<file path="src/mac_consts.svh">
// Offsets, field positions, reset values, keys and timing figures of the auxiliary config registers.
`ifndef MAC_CONSTS_SVH
`define MAC_CONSTS_SVH
`define MAC_ADDR_W 6
`define MAC_DATA_W 24
`define MAC_OFS_PHASE_TRIM 6'h05
`define MAC_OFS_SERIAL 6'h07
`define MAC_OFS_PULSE_DUR 6'h08
`define MAC_OFS_PULSE_SRC 6'h09
`define MAC_OFS_PULSE_RATE 6'h1c
`define MAC_OFS_LOCKS 6'h22
`define MAC_OFS_PHASE_ORDER 6'h30
`define MAC_RST_PHASE_TRIM 24'h000000
`define MAC_RST_SERIAL 24'h02004d
`define MAC_RST_PULSE_DUR 24'h000001
`define MAC_RST_PULSE_SRC 24'h000000
`define MAC_RST_PULSE_RATE 24'h800000
`define MAC_RST_LOCKS 24'h000000
`define MAC_MSK_PHASE_TRIM 24'hf3ffff
`define MAC_MSK_SERIAL 24'h06ffff
`define MAC_MSK_PULSE_DUR 24'h0fffff
`define MAC_MSK_PULSE_SRC 24'h000fff
`define MAC_MSK_PULSE_RATE 24'hffffff
`define MAC_MSK_LOCKS 24'h001f1f
`define MAC_CDP2_HI 23
`define MAC_CDP2_LO 22
`define MAC_CDP1_HI 21
`define MAC_CDP1_LO 20
`define MAC_FDP2_HI 17
`define MAC_FDP2_LO 9
`define MAC_FDP1_HI 8
`define MAC_FDP1_LO 0
`define MAC_PULLUP_OFF_BIT 18
`define MAC_CSUM_OFF_BIT 17
`define MAC_BAUD_HI 15
`define MAC_BAUD_LO 0
`define MAC_RANGE_HI 19
`define MAC_RANGE_LO 16
`define MAC_PDV_HI 15
`define MAC_PDV_LO 0
`define MAC_RANGE_MAX 4'h9
`define MAC_SRC_W 4
`define MAC_SRC_MAX 4'h8
`define MAC_ENG_KEY_HI 12
`define MAC_ENG_KEY_LO 8
`define MAC_HOST_KEY_HI 4
`define MAC_HOST_KEY_LO 0
`define MAC_KEY_LOCK 5'h16
`define MAC_KEY_UNLOCK 5'h09
`define MAC_PSD_DONE_BIT 23
`define MAC_PSD_CNT_HI 22
`define MAC_PSD_CNT_LO 16
`define MAC_PSD_DIR_BIT 5
`define MAC_PSD_CODE_HI 4
`define MAC_PSD_CODE_LO 0
`define MAC_PSD_START 5'h16
`define MAC_PSD_CNT_MAX 7'h7f
`define MAC_CLK_HZ 10000000
`define MAC_PULSE_BASE_NS 250000
`define MAC_NS_PER_S 1000000000
`define MAC_PDV_STEPS_PER_S 64000
`define MAC_DUR_W 24
`endif

</file>
<file path="src/mac_pkg.sv">
// Types shared by the auxiliary config register block.
package mac_pkg;
  typedef enum logic [1:0] {
    MAC_CO_NONE,
    MAC_CO_CUR_ONE,
    MAC_CO_VOLT_ONE,
    MAC_CO_VOLT_TWO
  } mac_coarse_type;
  typedef enum {
    MAC_PS_IDLE,
    MAC_PS_COUNT
  } mac_psd_state_type;
endpackage : mac_pkg

</file>
<file path="src/mac_pulse_if.sv">
// Link between the register block and one energy pulse stretcher.
`timescale 1ns/1ps
`include "mac_consts.svh"
interface mac_pulse_if;
  logic enable;
  logic trigger;
  logic [`MAC_DUR_W-1:0] duration;
  logic pulse;
  modport ctrl (output enable, output trigger, output duration, input pulse);
  modport gen (input enable, input trigger, input duration, output pulse);
endinterface : mac_pulse_if

</file>
<file path="src/mac_pulse_gen.sv">
// Energy pulse stretcher: holds its output high for a programmed number of cycles.
`timescale 1ns/1ps
`include "mac_consts.svh"
module mac_pulse_gen (
  input wire logic i_core_clk,
  input wire logic i_reset_n,
  mac_pulse_if.gen pif
);
  logic [`MAC_DUR_W-1:0] left_ff;
  logic [`MAC_DUR_W-1:0] nxt_left;
  logic pulse_ff;
  logic start;

  // A trigger while a pulse runs is dropped, so pulses never merge.
  assign start = pif.enable && pif.trigger && (left_ff == '0);
  assign nxt_left = !pif.enable ? '0 : start ? pif.duration : (left_ff != '0) ? left_ff - 1'b1 : '0;

  always_ff @(posedge i_core_clk or negedge i_reset_n) begin
    if (!i_reset_n) begin
      left_ff <= '0;
      pulse_ff <= 1'b0;
    end else begin
      left_ff <= nxt_left;
      pulse_ff <= (nxt_left != '0);
    end
  end

  assign pif.pulse = pulse_ff;
endmodule : mac_pulse_gen

</file>
<file path="src/mac_regs.sv">
// Auxiliary configuration registers: phase trim, serial setup, pulse setup, locks, phase order detect.
`timescale 1ns/1ps
`include "mac_consts.svh"
module mac_regs #(
  parameter int CLK_HZ = `MAC_CLK_HZ,
  parameter int NGEN = 3
) (
  input wire logic i_core_clk,
  input wire logic i_reset_n,
  input wire logic i_host_wr,
  input wire logic i_host_rd,
  input wire logic [`MAC_ADDR_W-1:0] i_host_addr,
  input wire logic [`MAC_DATA_W-1:0] i_host_wdata,
  output logic [`MAC_DATA_W-1:0] o_host_rdata,
  output logic o_host_wr_rejected,
  input wire logic i_eng_wr,
  input wire logic [`MAC_ADDR_W-1:0] i_eng_addr,
  input wire logic [`MAC_DATA_W-1:0] i_eng_wdata,
  output logic o_eng_wr_rejected,
  input wire logic i_word_tick,
  input wire logic i_volt_negative,
  input wire logic [NGEN-1:0] i_pulse_gen_enable,
  input wire logic [NGEN-1:0] i_energy_tick,
  output logic [NGEN-1:0] o_energy_pulse,
  output logic [NGEN*`MAC_SRC_W-1:0] o_pulse_source_field,
  output logic [1:0] o_coarse_delay_pair_one,
  output logic [1:0] o_coarse_delay_pair_two,
  output logic [1:0] o_cur_delay_words,
  output logic [3:0] o_volt_delay_words,
  output logic [8:0] o_fine_delay_pair_one,
  output logic [8:0] o_fine_delay_pair_two,
  output logic o_rx_pullup_enable,
  output logic o_rx_checksum_enable,
  output logic [15:0] o_baud_divisor,
  output logic [3:0] o_pulse_range_select,
  output logic o_pulse_range_valid,
  output logic [`MAC_DATA_W-1:0] o_pulse_fullscale_rate,
  output logic o_engine_locked,
  output logic o_host_locked
);
  localparam int BASE_CYC = (`MAC_PULSE_BASE_NS / 1000) * (CLK_HZ / 1000000);
  localparam int STEP_NUM = CLK_HZ / 1000;
  localparam int STEP_DEN = `MAC_PDV_STEPS_PER_S / 1000;

  ////////////////////////////////////////////////////////////////////////////
  logic [`MAC_DATA_W-1:0] phase_delay_trim_ff;
  logic [`MAC_DATA_W-1:0] serial_port_setup_ff;
  logic [`MAC_DATA_W-1:0] pulse_duration_range_ff;
  logic [`MAC_DATA_W-1:0] pulse_source_select_ff;
  logic [`MAC_DATA_W-1:0] pulse_fullscale_rate_ff;
  logic [`MAC_DATA_W-1:0] write_protect_keys_ff;
  logic engine_locked_ff;
  logic host_locked_ff;
  logic seq_dir_ff;
  logic [4:0] seq_code_ff;
  logic [6:0] sequence_sample_count_ff;
  logic seq_done_ff;
  logic prev_negative_ff;
  logic prev_valid_ff;
  mac_pkg::mac_psd_state_type seq_state_ff;
  logic [`MAC_DATA_W-1:0] rdata_ff;
  logic host_rej_ff;
  logic eng_rej_ff;
  logic rx_pu_en_ff;
  logic rx_cs_en_ff;
  logic rng_ok_ff;

  ////////////////////////////////////////////////////////////////////////////
  // Write qualification. Register 0x22 stays writable from the host so the lock can be lifted.
  logic host_to_lock_reg;
  logic host_ok;
  logic eng_ok;
  logic host_mapped;
  assign host_to_lock_reg = (i_host_addr == `MAC_OFS_LOCKS);
  assign host_ok = i_host_wr && (!host_locked_ff || host_to_lock_reg);
  assign eng_ok = i_eng_wr && !engine_locked_ff && (i_eng_addr != `MAC_OFS_LOCKS);

  logic wr_trim;
  logic wr_serial;
  logic wr_dur;
  logic wr_src;
  logic wr_rate;
  logic wr_locks;
  logic wr_psd;
  logic h_trim, h_serial, h_dur, h_src, h_rate, h_psd;
  logic [`MAC_DATA_W-1:0] psd_wd;
  assign h_trim = host_ok && i_host_addr == `MAC_OFS_PHASE_TRIM;
  assign h_serial = host_ok && i_host_addr == `MAC_OFS_SERIAL;
  assign h_dur = host_ok && i_host_addr == `MAC_OFS_PULSE_DUR;
  assign h_src = host_ok && i_host_addr == `MAC_OFS_PULSE_SRC;
  assign h_rate = host_ok && i_host_addr == `MAC_OFS_PULSE_RATE;
  assign h_psd = host_ok && i_host_addr == `MAC_OFS_PHASE_ORDER;
  assign wr_trim = h_trim || (eng_ok && i_eng_addr == `MAC_OFS_PHASE_TRIM);
  assign wr_serial = h_serial || (eng_ok && i_eng_addr == `MAC_OFS_SERIAL);
  assign wr_dur = h_dur || (eng_ok && i_eng_addr == `MAC_OFS_PULSE_DUR);
  assign wr_src = h_src || (eng_ok && i_eng_addr == `MAC_OFS_PULSE_SRC);
  assign wr_rate = h_rate || (eng_ok && i_eng_addr == `MAC_OFS_PULSE_RATE);
  assign wr_locks = host_ok && host_to_lock_reg;
  assign wr_psd = h_psd || (eng_ok && i_eng_addr == `MAC_OFS_PHASE_ORDER);
  // Host wins a shared target; distinct targets both land.
  assign psd_wd = h_psd ? i_host_wdata : i_eng_wdata;

  logic [`MAC_DATA_W-1:0] nxt_trim;
  logic [`MAC_DATA_W-1:0] nxt_serial;
  logic [`MAC_DATA_W-1:0] nxt_dur;
  logic [`MAC_DATA_W-1:0] nxt_src;
  logic [`MAC_DATA_W-1:0] nxt_rate;
  logic [`MAC_DATA_W-1:0] nxt_locks;
  assign nxt_trim = wr_trim ? ((h_trim ? i_host_wdata : i_eng_wdata) & `MAC_MSK_PHASE_TRIM)
    : phase_delay_trim_ff;
  assign nxt_serial = wr_serial ? ((h_serial ? i_host_wdata : i_eng_wdata) & `MAC_MSK_SERIAL)
    : serial_port_setup_ff;
  assign nxt_dur = wr_dur ? ((h_dur ? i_host_wdata : i_eng_wdata) & `MAC_MSK_PULSE_DUR) : pulse_duration_range_ff;
  assign nxt_src = wr_src ? ((h_src ? i_host_wdata : i_eng_wdata) & `MAC_MSK_PULSE_SRC) : pulse_source_select_ff;
  assign nxt_rate = wr_rate ? ((h_rate ? i_host_wdata : i_eng_wdata) & `MAC_MSK_PULSE_RATE)
    : pulse_fullscale_rate_ff;
  assign nxt_locks = wr_locks ? (i_host_wdata & `MAC_MSK_LOCKS) : write_protect_keys_ff;

  logic [4:0] eng_key;
  logic [4:0] host_key;
  logic nxt_eng_lock;
  logic nxt_host_lock;
  assign eng_key = i_host_wdata[`MAC_ENG_KEY_HI:`MAC_ENG_KEY_LO];
  assign host_key = i_host_wdata[`MAC_HOST_KEY_HI:`MAC_HOST_KEY_LO];
  // Other key values are stored but leave the protection state alone.
  assign nxt_eng_lock = (wr_locks && eng_key == `MAC_KEY_LOCK) ? 1'b1
    : (wr_locks && eng_key == `MAC_KEY_UNLOCK) ? 1'b0 : engine_locked_ff;
  assign nxt_host_lock = (wr_locks && host_key == `MAC_KEY_LOCK) ? 1'b1
    : (wr_locks && host_key == `MAC_KEY_UNLOCK) ? 1'b0 : host_locked_ff;

  always_ff @(posedge i_core_clk or negedge i_reset_n) begin
    if (!i_reset_n) begin
      phase_delay_trim_ff <= `MAC_RST_PHASE_TRIM;
      serial_port_setup_ff <= `MAC_RST_SERIAL;
      pulse_duration_range_ff <= `MAC_RST_PULSE_DUR;
      pulse_source_select_ff <= `MAC_RST_PULSE_SRC;
      pulse_fullscale_rate_ff <= `MAC_RST_PULSE_RATE;
      write_protect_keys_ff <= `MAC_RST_LOCKS;
      engine_locked_ff <= 1'b0;
      host_locked_ff <= 1'b0;
      rx_pu_en_ff <= 1'b1;
      rx_cs_en_ff <= 1'b0;
      rng_ok_ff <= 1'b1;
    end else begin
      phase_delay_trim_ff <= nxt_trim;
      serial_port_setup_ff <= nxt_serial;
      pulse_duration_range_ff <= nxt_dur;
      pulse_source_select_ff <= nxt_src;
      pulse_fullscale_rate_ff <= nxt_rate;
      write_protect_keys_ff <= nxt_locks;
      engine_locked_ff <= nxt_eng_lock;
      host_locked_ff <= nxt_host_lock;
      rx_pu_en_ff <= !nxt_serial[`MAC_PULLUP_OFF_BIT];
      rx_cs_en_ff <= !nxt_serial[`MAC_CSUM_OFF_BIT];
      rng_ok_ff <= (nxt_dur[`MAC_RANGE_HI:`MAC_RANGE_LO] <= `MAC_RANGE_MAX);
    end
  end

  ////////////////////////////////////////////////////////////////////////////
  // Phase order detection. The sign sample comes from the same clock, so no synchroniser.
  logic start_key;
  logic rise_cross;
  logic fall_cross;
  logic stop_cross;
  logic [6:0] nxt_count;
  logic nxt_done;
  logic nxt_dir;
  logic [4:0] nxt_code;
  mac_pkg::mac_psd_state_type nxt_state;
  assign start_key = wr_psd && (psd_wd[`MAC_PSD_CODE_HI:`MAC_PSD_CODE_LO] == `MAC_PSD_START);
  assign nxt_dir = wr_psd ? psd_wd[`MAC_PSD_DIR_BIT] : seq_dir_ff;
  assign nxt_code = wr_psd ? psd_wd[`MAC_PSD_CODE_HI:`MAC_PSD_CODE_LO] : seq_code_ff;
  assign rise_cross = prev_valid_ff && prev_negative_ff && !i_volt_negative;
  assign fall_cross = prev_valid_ff && !prev_negative_ff && i_volt_negative;
  assign stop_cross = i_word_tick && (seq_dir_ff ? fall_cross : rise_cross);

  always_comb begin
    nxt_state = seq_state_ff;
    nxt_count = sequence_sample_count_ff;
    nxt_done = seq_done_ff;
    case (seq_state_ff)
      mac_pkg::MAC_PS_IDLE: begin
        if (start_key) begin
          nxt_state = mac_pkg::MAC_PS_COUNT;
          nxt_count = '0;
          nxt_done = 1'b0;
        end
      end
      mac_pkg::MAC_PS_COUNT: begin
        if (start_key) begin
          nxt_count = '0;
        end else if (stop_cross) begin
          nxt_state = mac_pkg::MAC_PS_IDLE;
          nxt_done = 1'b1;
        end else if (i_word_tick && sequence_sample_count_ff != `MAC_PSD_CNT_MAX) begin
          nxt_count = sequence_sample_count_ff + 7'h01;
        end
      end
      default: begin
        nxt_state = mac_pkg::MAC_PS_IDLE;
      end
    endcase
  end

  always_ff @(posedge i_core_clk or negedge i_reset_n) begin
    if (!i_reset_n) begin
      seq_state_ff <= mac_pkg::MAC_PS_IDLE;
      sequence_sample_count_ff <= '0;
      seq_done_ff <= 1'b0;
      seq_dir_ff <= 1'b0;
      seq_code_ff <= '0;
      prev_negative_ff <= 1'b0;
      prev_valid_ff <= 1'b0;
    end else begin
      seq_state_ff <= nxt_state;
      sequence_sample_count_ff <= nxt_count;
      seq_done_ff <= nxt_done;
      seq_dir_ff <= nxt_dir;
      seq_code_ff <= nxt_code;
      if (i_word_tick) begin
        prev_negative_ff <= i_volt_negative;
        prev_valid_ff <= 1'b1;
      end
    end
  end

  ////////////////////////////////////////////////////////////////////////////
  // Read path and write refusal answers, one cycle after the strobe.
  logic [`MAC_DATA_W-1:0] psd_word;
  logic [`MAC_DATA_W-1:0] rd_mux;
  assign psd_word = {seq_done_ff, sequence_sample_count_ff, 10'h000, seq_dir_ff, seq_code_ff};
  assign host_mapped = (i_host_addr == `MAC_OFS_PHASE_TRIM) || (i_host_addr == `MAC_OFS_SERIAL)
    || (i_host_addr == `MAC_OFS_PULSE_DUR) || (i_host_addr == `MAC_OFS_PULSE_SRC)
    || (i_host_addr == `MAC_OFS_PULSE_RATE) || host_to_lock_reg || (i_host_addr == `MAC_OFS_PHASE_ORDER);

  always_comb begin
    if (i_host_addr == `MAC_OFS_PHASE_TRIM) begin
      rd_mux = phase_delay_trim_ff;
    end else if (i_host_addr == `MAC_OFS_SERIAL) begin
      rd_mux = serial_port_setup_ff;
    end else if (i_host_addr == `MAC_OFS_PULSE_DUR) begin
      rd_mux = pulse_duration_range_ff;
    end else if (i_host_addr == `MAC_OFS_PULSE_SRC) begin
      rd_mux = pulse_source_select_ff;
    end else if (i_host_addr == `MAC_OFS_PULSE_RATE) begin
      rd_mux = pulse_fullscale_rate_ff;
    end else if (host_to_lock_reg) begin
      rd_mux = write_protect_keys_ff;
    end else if (i_host_addr == `MAC_OFS_PHASE_ORDER) begin
      rd_mux = psd_word;
    end else begin
      rd_mux = '0;
    end
  end

  always_ff @(posedge i_core_clk or negedge i_reset_n) begin
    if (!i_reset_n) begin
      rdata_ff <= '0;
      host_rej_ff <= 1'b0;
      eng_rej_ff <= 1'b0;
    end else begin
      if (i_host_rd) begin
        rdata_ff <= rd_mux;
      end
      host_rej_ff <= i_host_wr && host_mapped && !host_ok;
      eng_rej_ff <= i_eng_wr && !eng_ok;
    end
  end

  ////////////////////////////////////////////////////////////////////////////
  // Decoded settings, registered so every output leaves a flip-flop.
  logic [1:0] co1;
  logic [1:0] co2;
  logic [`MAC_DATA_W-1:0] dur_cyc;
  logic [15:0] pdv;
  assign co1 = phase_delay_trim_ff[`MAC_CDP1_HI:`MAC_CDP1_LO];
  assign co2 = phase_delay_trim_ff[`MAC_CDP2_HI:`MAC_CDP2_LO];
  assign pdv = pulse_duration_range_ff[`MAC_PDV_HI:`MAC_PDV_LO];
  // Fractional cycles of the summed steps are dropped; at 10 MHz one step is 156.25 cycles.
  assign dur_cyc = `MAC_DUR_W'(BASE_CYC) + `MAC_DUR_W'((64'(pdv) * 64'(STEP_NUM)) / 64'(STEP_DEN));

  logic [NGEN-1:0] src_ok;
  genvar g;
  generate
    for (g = 0; g < NGEN; g = g + 1) begin : gen_pulse
      mac_pulse_if pif ();
      assign src_ok[g] = pulse_source_select_ff[g*`MAC_SRC_W +: `MAC_SRC_W] <= `MAC_SRC_MAX;
      assign pif.enable = i_pulse_gen_enable[g] && src_ok[g];
      assign pif.trigger = i_energy_tick[g];
      assign pif.duration = dur_cyc;
      assign o_energy_pulse[g] = pif.pulse;
      mac_pulse_gen u_gen (
        .i_core_clk(i_core_clk),
        .i_reset_n(i_reset_n),
        .pif(pif.gen)
      );
    end
  endgenerate

  logic [1:0] cur_dly_ff;
  logic [3:0] volt_dly_ff;
  always_ff @(posedge i_core_clk or negedge i_reset_n) begin
    if (!i_reset_n) begin
      cur_dly_ff <= '0;
      volt_dly_ff <= '0;
    end else begin
      cur_dly_ff <= {co2 == mac_pkg::MAC_CO_CUR_ONE, co1 == mac_pkg::MAC_CO_CUR_ONE};
      volt_dly_ff <= {co2 == mac_pkg::MAC_CO_VOLT_TWO, co2 == mac_pkg::MAC_CO_VOLT_ONE,
                      co1 == mac_pkg::MAC_CO_VOLT_TWO, co1 == mac_pkg::MAC_CO_VOLT_ONE};
    end
  end

  assign o_host_rdata = rdata_ff;
  assign o_host_wr_rejected = host_rej_ff;
  assign o_eng_wr_rejected = eng_rej_ff;
  assign o_pulse_source_field = pulse_source_select_ff[NGEN*`MAC_SRC_W-1:0];
  assign o_coarse_delay_pair_one = phase_delay_trim_ff[`MAC_CDP1_HI:`MAC_CDP1_LO];
  assign o_coarse_delay_pair_two = phase_delay_trim_ff[`MAC_CDP2_HI:`MAC_CDP2_LO];
  assign o_cur_delay_words = cur_dly_ff;
  assign o_volt_delay_words = volt_dly_ff;
  assign o_fine_delay_pair_one = phase_delay_trim_ff[`MAC_FDP1_HI:`MAC_FDP1_LO];
  assign o_fine_delay_pair_two = phase_delay_trim_ff[`MAC_FDP2_HI:`MAC_FDP2_LO];
  assign o_rx_pullup_enable = rx_pu_en_ff;
  assign o_rx_checksum_enable = rx_cs_en_ff;
  assign o_baud_divisor = serial_port_setup_ff[`MAC_BAUD_HI:`MAC_BAUD_LO];
  assign o_pulse_range_select = pulse_duration_range_ff[`MAC_RANGE_HI:`MAC_RANGE_LO];
  assign o_pulse_range_valid = rng_ok_ff;
  assign o_pulse_fullscale_rate = pulse_fullscale_rate_ff;
  assign o_engine_locked = engine_locked_ff;
  assign o_host_locked = host_locked_ff;
endmodule : mac_regs

</file>
<file path="config.mk">
export PLATFORM = sky130hd
export DESIGN_NAME = mac_regs
export DESIGN_NICKNAME = d
export VERILOG_FILES = /design/src/mac_pkg.sv /design/src/mac_pulse_if.sv /design/src/mac_pulse_gen.sv /design/src/mac_regs.sv
export VERILOG_INCLUDE_DIRS = /design/src /design/src/src
export SDC_FILE = /design/constraint.sdc
export NUM_CORES = 1
export LEC_CHECK = 0
export BUFFER_PORTS_ARGS = -buffer_cell sky130_fd_sc_hd__clkbuf_2
export CAP_MARGIN = 10
export CORE_ASPECT_RATIO = 1.5
export CORE_MARGIN = 4
export CORE_UTILIZATION = 42
export CTS_CLUSTER_DIAMETER = 80
export DETAILED_ROUTE_END_ITERATION = 16
export PLACE_DENSITY_LB_ADDON = 0.2
export SYNTH_ARGS = -nofsm -noshare
export SYNTH_HDL_FRONTEND = slang
export SYNTH_HIERARCHICAL = 1
export SYNTH_SLANG_ARGS = --single-unit
</file>
<file path="constraint.sdc">
create_clock -name i_core_clk -period 7.4 [get_ports i_core_clk]
set_input_delay 1.85 -clock i_core_clk [delete_from_list [all_inputs] [get_ports i_core_clk]]
set_output_delay 1.85 -clock i_core_clk [all_outputs]
set_load 0.005 [all_outputs]
</file>
# Yosys cells after proc, flatten, opt, wreduce, memory -nomap -nowiden
# Index checks and enable logic that the tools add are counted.
# W data, S select, Z words.
# classes
add_sub_neg	5
mul	1
order_cmp	4
eq_ne	32
muxes	42
reduce_logical	76
# ops
cell	n
$mux W24	18
$reduce_bool A24 Y1	6
$mux W32	3
$logic_not A24 Y1	3
$sub A24 B1 Y24 const B	3
$pmux W32 S2	1
$mux W20	2
$logic_and A1 B1 Y1	39
$mux W19	2
$eq A32 B1 Y1 const B	1
$logic_not A32 Y1	1
$mux W7	4
$mul A16 B10 Y26 const B	1
$add A12 B24 Y24 const A	1
$eq A6 B3 Y1 const B	4
$eq A6 B4 Y1 const B	4
$eq A6 B6 Y1 const B	3
$le A4 B4 Y1 const B	4
$eq A5 B5 Y1 const B	3
$pmux W7 S2	1
$logic_or A1 B1 Y1	13
$eq A6 B5 Y1 const B	2
$mux W12	1
$eq A5 B4 Y1 const B	2
14 further kinds	38
# word_totals
ff_bits	266
input_bits	73

# Longest topological paths before layout
# Gate-level depths: netlist of run 1.
# logic_depth
depth_word	9
depth_mapped	27
ltp_nobuf	26

# Hierarchy
# The synthesis of run 1 kept the hierarchy.
# modules_own_cells
module	n_inst	cells_each	area_each_um2
mac_regs	1	1211	11419.7
mac_pulse_gen	3	208	1759.2

# Least setup slack after synthesis of run 1
# No wires, ideal clock.
# synth_path
path_type	register to register
start	register pulse_duration_range_ff[8]
end	register gen_pulse[0].u_gen.pulse_ff
t_arrival_ns	5.584
required_ns	7.267
slack_ns	1.683
path_stages_with_launch	25
path_buffers	1
path_cell_list	dfrtp_1 -> inv_1 -> fa_1 -> inv_1 -> ha_1 -> fa_1 -> ha_1 -> inv_1 -> fa_1 -> inv_1 -> ha_1 -> buf_6 -> a21o_1 -> a311oi_2 -> nor3b_2 -> a221o_1 -> a211oi_2 -> nand4_4 -> or3_1 -> xnor2_1 -> nand2_1 -> a31oi_1 -> o2bb2ai_1 -> nor4b_2 -> nand3_1
# synth_via
elab_chain_cells	5
# synth_lines
element	line	text
start, declared	mac_regs.sv:48	logic [`MAC_DATA_W-1:0] pulse_duration_range_ff;
start signal, assigned	mac_regs.sv:135	pulse_duration_range_ff <= `MAC_RST_PULSE_DUR;
start signal, assigned	mac_regs.sv:147	pulse_duration_range_ff <= nxt_dur;
$mul A16 B10 Y26	mac_regs.sv:280	assign dur_cyc = `MAC_DUR_W'(BASE_CYC) + `MAC_DUR_W'((64'(pdv) * 64'(STEP_NUM)) / 64'(STEP_DEN));
$add A12 B24 Y24 (no source line)	-	
named net dur_cyc[20]	mac_regs.sv:274	logic [`MAC_DATA_W-1:0] dur_cyc;
$mux W24 (2 in series)	mac_pulse_gen.sv:16	assign nxt_left = !pif.enable ? '0 : start ? pif.duration : (left_ff != '0) ? left_ff - 1'b1 : '0;
$reduce_bool A24 Y1	mac_pulse_gen.sv:24	pulse_ff <= (nxt_left != '0);
end signal, assigned	mac_pulse_gen.sv:24	
end, declared	mac_pulse_gen.sv:11	logic pulse_ff;
# The timed path passes the listed nets, and every way through them passes these cells.
# A chain may end at the register's enable or synchronous reset.

# Worst setup path after layout of run 1
# layout_path
start	register pulse_duration_range_ff[6]
end	register gen_pulse[2].u_gen.pulse_ff
# layout_via
elab_chain_cells	5
# layout_lines
element	line
$mul A16 B10 Y26	mac_regs.sv:280
$add A12 B24 Y24 (no source line)	-
named net dur_cyc[20]	mac_regs.sv:274
$mux W24 (2 in series)	mac_pulse_gen.sv:16
$reduce_bool A24 Y1	mac_pulse_gen.sv:24
end signal, assigned	mac_pulse_gen.sv:24
end, declared	mac_pulse_gen.sv:11
# The timed path passes the listed nets, and every way through them passes these cells.

==> metrics.md, run 1 <==
| Metric | Value |
|---|---|
| Run status | `finished clean` |
| Placement Rows | `89` |
| Unrepaired setup endpoints after global routing | `no` |
| Synthesized area per cell | `a little over 9 sq um` |
| DP Wirelength | `about 39000 microns` |
| Tot GR Track Use | `0.241` |
| Clk slew on worst S/H paths | `0.06 ns` |
| Yosys warns | `6` |
| WL final | `53100 microns` |
| Sink Count | `~240` |
| Die width | `171 microns` |
| Number of flops mapped to enable cells by yosys | `0` |
| Routed WL per cell | `around 22 microns` |
| Die span in y | `252 microns` |
| Ys async rst share | `1.00` |
| Final setup violation count | `0` |
| CTS H-tree lvls | `1` |
| Fillcell total | `roughly 3800` |
| Hold Fails Final Rpt | `0` |
| Synthesized cell area | `between 15000 and 20000 sq um` |
| Vias in the first global route | `14800` |
| Req. time, crit path | `7.80 ns` |
| Antenna Cells | `0` |
| Initial antenna violation count | `0` |
| FF+latch count, synth | `about 240` |
| Worst EP arrival | `6.87 ns` |
| Post-synth top flop | `dfrtp_1` |
| Sequential fraction of the synthesis area | `0.353` |
| Drc violations | `0` |
| HP Start | `seq_done_ff` |
| Drt first pass iters | `6` |
| Post-CTS Setup Bufs | `0` |
| Worst-Margin Slew | `1.02 ns` |
| Skew final | `0.0286 ns` |
| Syn_nets | `2021` |
| Gp weighted congestion | `0.923` |
| Worst hold path type | `reg -> reg` |
| WHS | `0.490 ns` |
| Clk_lat worst skew | `0.55 ns` |
| Min Tclk post-route | `6.46 ns` |
| Library cells used by synthesis | `86` |
| Post-CTS sizing | `0` |
| Initial Utilization | `0.425` |
| Max Freq | `0.155 GHz` |
| Io pins | `191` |
| Cts bufs inserted | `25` |
| First-pass GRT wire length | `83000 microns` |
| Ratio of cells with drive above 1 in the final layout | `0.176` |
| CTS tree | `built` |
| Core area | `39300 sq um` |
| CP endpoint kind | `flop` |
| Initial DRC count | `1080` |
| Maxcap violations | `0` |
| Relative slew slack | `0.318` |
| Fin crit share | `0.873` |
| Final net count | `2124` |
| Syn-to-layout area delta | `12.1%` |
| Routed Antenna Nets | `0` |
| # hold bufs at CTS | `0` |
| CTS Root Cell | `clkbuf_16` |
| Vias | `approximately 14000` |
| CP Launch Type | `flop` |
| Sum of negative setup slack | `0 ns` |
| FF-to-FF Start | `pulse_duration_range_ff[6]` |
| Most frequent cells in the layout | `dfrtp_1, nor2_1, clkbuf_2` |
| Critical Path Fanout Max | `11` |
| # port buffers | `190` |
| Max-slew violation count | `0` |
| Syn Inst Count | `1835` |
| Maximum clock path buffer count | `3` |
| Total gr overflow | `0` |
| Commonest non-fill, non-tap cell in the layout | `dfrtp_1` |
| Largest net degree at the start of global routing | `168` |
| CP Class | `reg -> reg` |
| Die ar. | `43100 sq um` |
| Via density | `between 5 and 6` |
| CP startpoint | `pulse_duration_range_ff[6]` |
[routing by layer]
metal	share of wire	global-route usage	up-vias	wire (microns)
li1	-	-	6767	-
met1	0.38	0.276	7102	20300
met2	0.52	0.444	450	27800
met3	0.054	0.0405	119	2890
met4	0.041	0.0922	0	2150
met5	0	0	-	0
[synthesized netlist by cell type, drive strengths merged, types with 4 or more instances]
master,instances,area share
dfrtp,226,0.34
nor2,193,0.044
a21oi,178,0.054
inv,125,0.028
mux2i,125,0.075
nand2,90,0.020
clkbuf,82,0.019
ha,78,0.058
nand3,58,0.017
xor2,58,0.030
buf,51,0.020
nor3,46,0.016
nor4,43,0.018
o21ai,40,0.014
a31oi,37,0.015
fa,35,0.042
xnor2,30,0.016
nand4,27,0.011
or4,26,0.013
mux2,20,0.013
and2,19,0.0071
nand2b,17,0.0064
o22ai,17,0.0075
o211ai,15,0.0067
or3,15,0.0056
a211oi,12,0.0064
a21o,12,0.0054
nor3b,11,0.0052
nor4b,11,0.0080
or4b,10,0.0060
a22oi,9,0.0040
dfstp,9,0.014
o31ai,9,0.0040
a221oi,8,0.0046
a222oi,8,0.0048
and3,8,0.0031
o21a,8,0.0036
a311oi,7,0.0040
nor2b,7,0.0031
o2111ai,7,0.0037
or2,7,0.0026
a21boi,5,0.0022
a41oi,5,0.0026
nand3b,5,0.0022
o2bb2ai,4,0.0021
[state kept, by name (all words and copies together), names as in the netlist, 10 cells and up]
name	count
pulse_source_select_ff	12
serial_port_setup_ff	18
phase_delay_trim_ff	22
pulse_duration_range_ff	20
o_host_rdata	24
write_protect_keys_ff	10
gen_pulse.u_gen/left_ff	72
o_pulse_fullscale_rate	24
[metrics by stage]
stage / utilization / instance area (sq um) / setup WS [ns] / cells
4_1_cts: 0.476 / 18700 / 0.933 / 2456
3_3_place_gp: 0.453 / 17800 / 0.924 / 2411
3_5_place_dp: 0.453 / 17800 / 0.924 / 2411
2_1_floorplan: - / 16700 / 1.68 / 1835
5_1_grt: 0.476 / 18700 / 0.514 / 2456
6_report: 0.476 / 18700 / 0.939 / 2456
[kinds of logic (layout without fill, tap and decap cells)]
| kind of cell | Yosys count | after routing | synth area share |
|---|---|---|---|
| and+or+nand+nor | 598 | 598 | 0.191 |
| AOI/OAI and AO/OA | 398 | 398 | 0.155 |
| buffers and inverters | 258 | 379 | 0.0662 |
| DFF | 235 | 235 | 0.353 |
| muxes | 145 | 145 | 0.0884 |
| adders and majority gates | 113 | 113 | 0.100 |
| xor gates and xnor gates | 88 | 88 | 0.0462 |
[final cells by class]
type	instances	area, sq um	share of cell area
flip-flops and latches	235	5890	0.315
repair buffers	209	1120	0.0596
clock buffers	30	694	0.0371
inverters	125	469	0.0251
clock inverters	15	203	0.0108
multi-input cells	1342	9720	0.519
well taps	500	626	0.0334
[critical path, stage by stage (launching register included)]
cell and delay, ns:
dfrtp_1 0.50, inv_1 0.20, fa_1 0.57, inv_1 0.05
ha_1 0.20, fa_1 0.42, ha_1 0.29, inv_1 0.04
fa_1 0.47, inv_1 0.04, ha_1 0.49, and3_1 0.31
nand2b_1 0.07, a21oi_1 0.48, nor3_1 0.12, xnor2_1 0.43
nand4_4 0.19, or3_1 0.43, xnor2_1 0.21, nand2_1 0.12
a31oi_1 0.10, o2bb2ai_1 0.19, nor4b_2 0.32, nand3_1 0.10
[final timing paths]
| check | end | slack, ns | cells past startpoint |
|---|---|---|---|
| worst max-delay path | gen_pulse[2].u_gen/pif.pulse | 0.94 | 23 |
| worst max register to register | gen_pulse[2].u_gen/pif.pulse | 0.94 | 23 |
| worst min-delay path | seq_done_ff | 0.49 | 1 |
| max in group asynchronous | phase_delay_trim_ff[9] | 4.79 | 2 |
| min in group asynchronous | gen_pulse[0].u_gen/left_ff[8] | 1.24 | 1 |
| worst min register to register | seq_done_ff | 0.49 | 1 |
Power of run 1 is left out: the tool's default activity adds up to more than one toggle a clock period on the data nets, which glitch-free logic cannot reach.
==> run 2: changes to the inputs <==
--- a/config.mk
+++ b/config.mk
@@ -13,7 +13,6 @@
 export CORE_UTILIZATION = 42
 export CTS_CLUSTER_DIAMETER = 80
 export DETAILED_ROUTE_END_ITERATION = 16
-export PLACE_DENSITY_LB_ADDON = 0.2
 export SYNTH_ARGS = -nofsm -noshare
 export SYNTH_HDL_FRONTEND = slang
 export SYNTH_HIERARCHICAL = 1
==> run 2 against run 1 <==
Register-to-register slack got worse by 0.35 ns. Design area rose by 0.21%. Flip-flop and latch count unchanged. Critical path type unchanged. Largest cell class unchanged.
==> metrics.md, run 2 (synthesis results as in run 1) <==
| Metric | Value |
|---|---|
| Final net count | `2125 (+0.047%)` |
| CP max-delay cell | `a2111oi_1` |
| Pre-CTS setup slack | `0.676 ns (-0.247 ns)` |
| # port buffers | `190 (unchanged)` |
| Hold Fails Final Rpt | `0 (unchanged)` |
| Ratio of cells with drive above 1 in the final layout | `0.177 (+0.000240)` |
| Drc violations | `0 (unchanged)` |
| Relative slew slack | `0.187 (-0.131)` |
| CP Class | `reg -> reg` |
| Largest stage delay on the critical path | `0.71 ns (+0.14 ns)` |
| DP Wirelength | `38800 microns (-1.8%)` |
| Initial antenna violation count | `1 (+1)` |
| CTS H-tree lvls | `1 (unchanged)` |
| Die width | `171 microns (unchanged)` |
| Maximum clock path buffer count | `3 (unchanged)` |
| Max-slew violation count | `0 (unchanged)` |
| Largest net degree at the start of global routing | `85 (-49%)` |
| CP endpoint kind | `flop` |
| Total gr overflow | `0 (unchanged)` |
| Initial DRC count | `1050 (-2.8%)` |
| Commonest non-fill, non-tap cell in the layout | `dfrtp_1` |
| FF-to-FF Start | `pulse_duration_range_ff[8]` |
| Worst-path cell chain | `inv_1 > fa_1 > inv_1 > ha_1 > fa_1 > ha_1 > inv_1 > fa_1 > inv_1 > ha_1 > and3_1 > nand2_1 > a2111oi_1 > nor3_1 > a221oi_1 > nand4_1 > nor3_1 > xnor2_1 > a21oi_1 > a211oi_1 > nor4_1 > nand3_1` |
| Vias in the first global route | `14700 (-0.68%)` |
| Io pins | `191 (unchanged)` |
| Critical Path Fanout Max | `11 (unchanged)` |
| Worst hold path type | `reg -> reg` |
| Final setup violation count | `0 (unchanged)` |
| Clk slew on worst S/H paths | `0.06 ns (about the same)` |
| Worst-Margin Slew | `1.21 ns (+0.189 ns)` |
| Sum of negative setup slack | `0 ns (unchanged)` |
| Vias | `14400 (-0.21%)` |
| Fin crit share | `0.920 (+0.0467)` |
| Die ar. | `43100 sq um (unchanged)` |
| Core area | `39300 sq um (unchanged)` |
| Biggest register | `gen_pulse.u_gen/left_ff` |
| CP Launch Type | `flop` |
| Routed WL per cell | `21.3 microns (-1.4%)` |
| Path depth of the worst reg2reg path | `22 (-4.3%)` |
| Cts bufs inserted | `26 (+4.0%)` |
| HP Start | `prev_valid_ff` |
| CTS Root Cell | `clkbuf_16` |
| Tot GR Track Use | `0.240 (-0.00131)` |
| Worst EP arrival | `7.25 ns (+0.38 ns)` |
| Run status | `finished clean` |
| Final instance area | `18800 sq um (+0.21%)` |
| Hold Crit Depth | `1 (unchanged)` |
| Req. time, crit path | `7.85 ns (+0.05 ns)` |
| Die span in y | `252 microns (unchanged)` |
| Drt first pass iters | `5 (-1)` |
| Post-CTS sizing | `0 (unchanged)` |
| Clk_lat worst skew | `0.58 ns (+0.03 ns)` |
| Most frequent cells in the layout | `dfrtp_1, nor2_1, clkbuf_2` |
| Initial Utilization | `0.425 (unchanged)` |
| Antenna Cells | `0 (unchanged)` |
| Min setup slack post-route | `0.593 ns (-0.346 ns)` |
| First-pass GRT wire length | `82300 microns (-0.81%)` |
| Max Freq | `0.147 GHz (-5.1%)` |
| Unrepaired setup endpoints after global routing | `no` |
| Maxcap violations | `0 (unchanged)` |
| Placement Rows | `89 (unchanged)` |
| Via density | `5.86 (-0.33%)` |
| Syn-to-layout area delta | `12.3%` |
| Routed Antenna Nets | `0 (unchanged)` |
| Sink Count | `235 (unchanged)` |
| Most frequent CP cell | `inv_1` |
| CTS tree | `built` |
| Min Tclk post-route | `6.81 ns (+0.346 ns)` |
| WL final | `52400 microns (-1.3%)` |
| Max FFs per register | `72 (unchanged)` |
| Final design utilization | `0.477 (+0.00102)` |
| Post-DP Area | `17800 sq um (about the same)` |
| CP startpoint | `pulse_duration_range_ff[8]` |
| # hold bufs at CTS | `0 (unchanged)` |
| Post-CTS Setup Bufs | `0 (unchanged)` |
| Gp weighted congestion | `0.926 (+0.34%)` |
| Skew final | `0.0329 ns (+0.00435 ns)` |
-- run 2: changes by cell type in the layout (fill, tap and decap cells not counted), sizes merged --
| cell | previous run | this run |
|---|---|---|
| clkinvlp | 2 | 3 |
| clkbuf | 219 | 222 |
| inv | 126 | 127 |
| clkinv | 8 | 6 |
-- run 2: metrics by stage --
step | std cells | hold slack [ns]
after global routing | 2459 | 0.495
after CTS | 2459 | 0.472
after detailed placement | 2411 | 0.452
after global placement | 2411 | 0.451
final | 2459 | 0.472
after floorplan | 1835 | 0.436
-- run 2: layout make-up --
type,count,area [sq um]
Fill cell,3778,20600
Tap cell,500,626
Clock buffer,33,737
Multi-Input combinational cell,1342,9720
Inverter,125,469
Sequential cell,235,5890
Clock inverter,15,215
Timing Repair Buffer,209,1100
-- run 2: worst max-delay path, delay by kind of cell, from the launching register on --
kind                     cells  cell delay, ns
AND/OR/NAND/NOR              7            1.55
flip-flops                   1            0.48
AO/OA/AOI/OAI                4            1.66
adder cells (fa/ha/maj)      6            2.51
XOR/XNOR                     1            0.20
buffers and inverters        4            0.28
-- run 2: worst paths after layout --
path / end / slack, ns
max: gen_pulse[1].u_gen/pif.pulse / 0.59
min: prev_valid_ff / 0.47
max reg2reg: gen_pulse[1].u_gen/pif.pulse / 0.59
min reg2reg: prev_valid_ff / 0.47
max in group asynchronous: write_protect_keys_ff[9] / 4.62
min in group asynchronous: gen_pulse[1].u_gen/left_ff[12] / 1.27
-- run 2: per-layer routing --
layer | vias to the layer above | track usage | wire length, microns
li1 | 6757 | - | -
met1 | 7034 | 0.274 | 19800
met2 | 494 | 0.438 | 27400
met3 | 123 | 0.0435 | 3080
met4 | 0 | 0.0954 | 2140
met5 | - | 0 | 0
Power of run 2 is left out for the same reason.
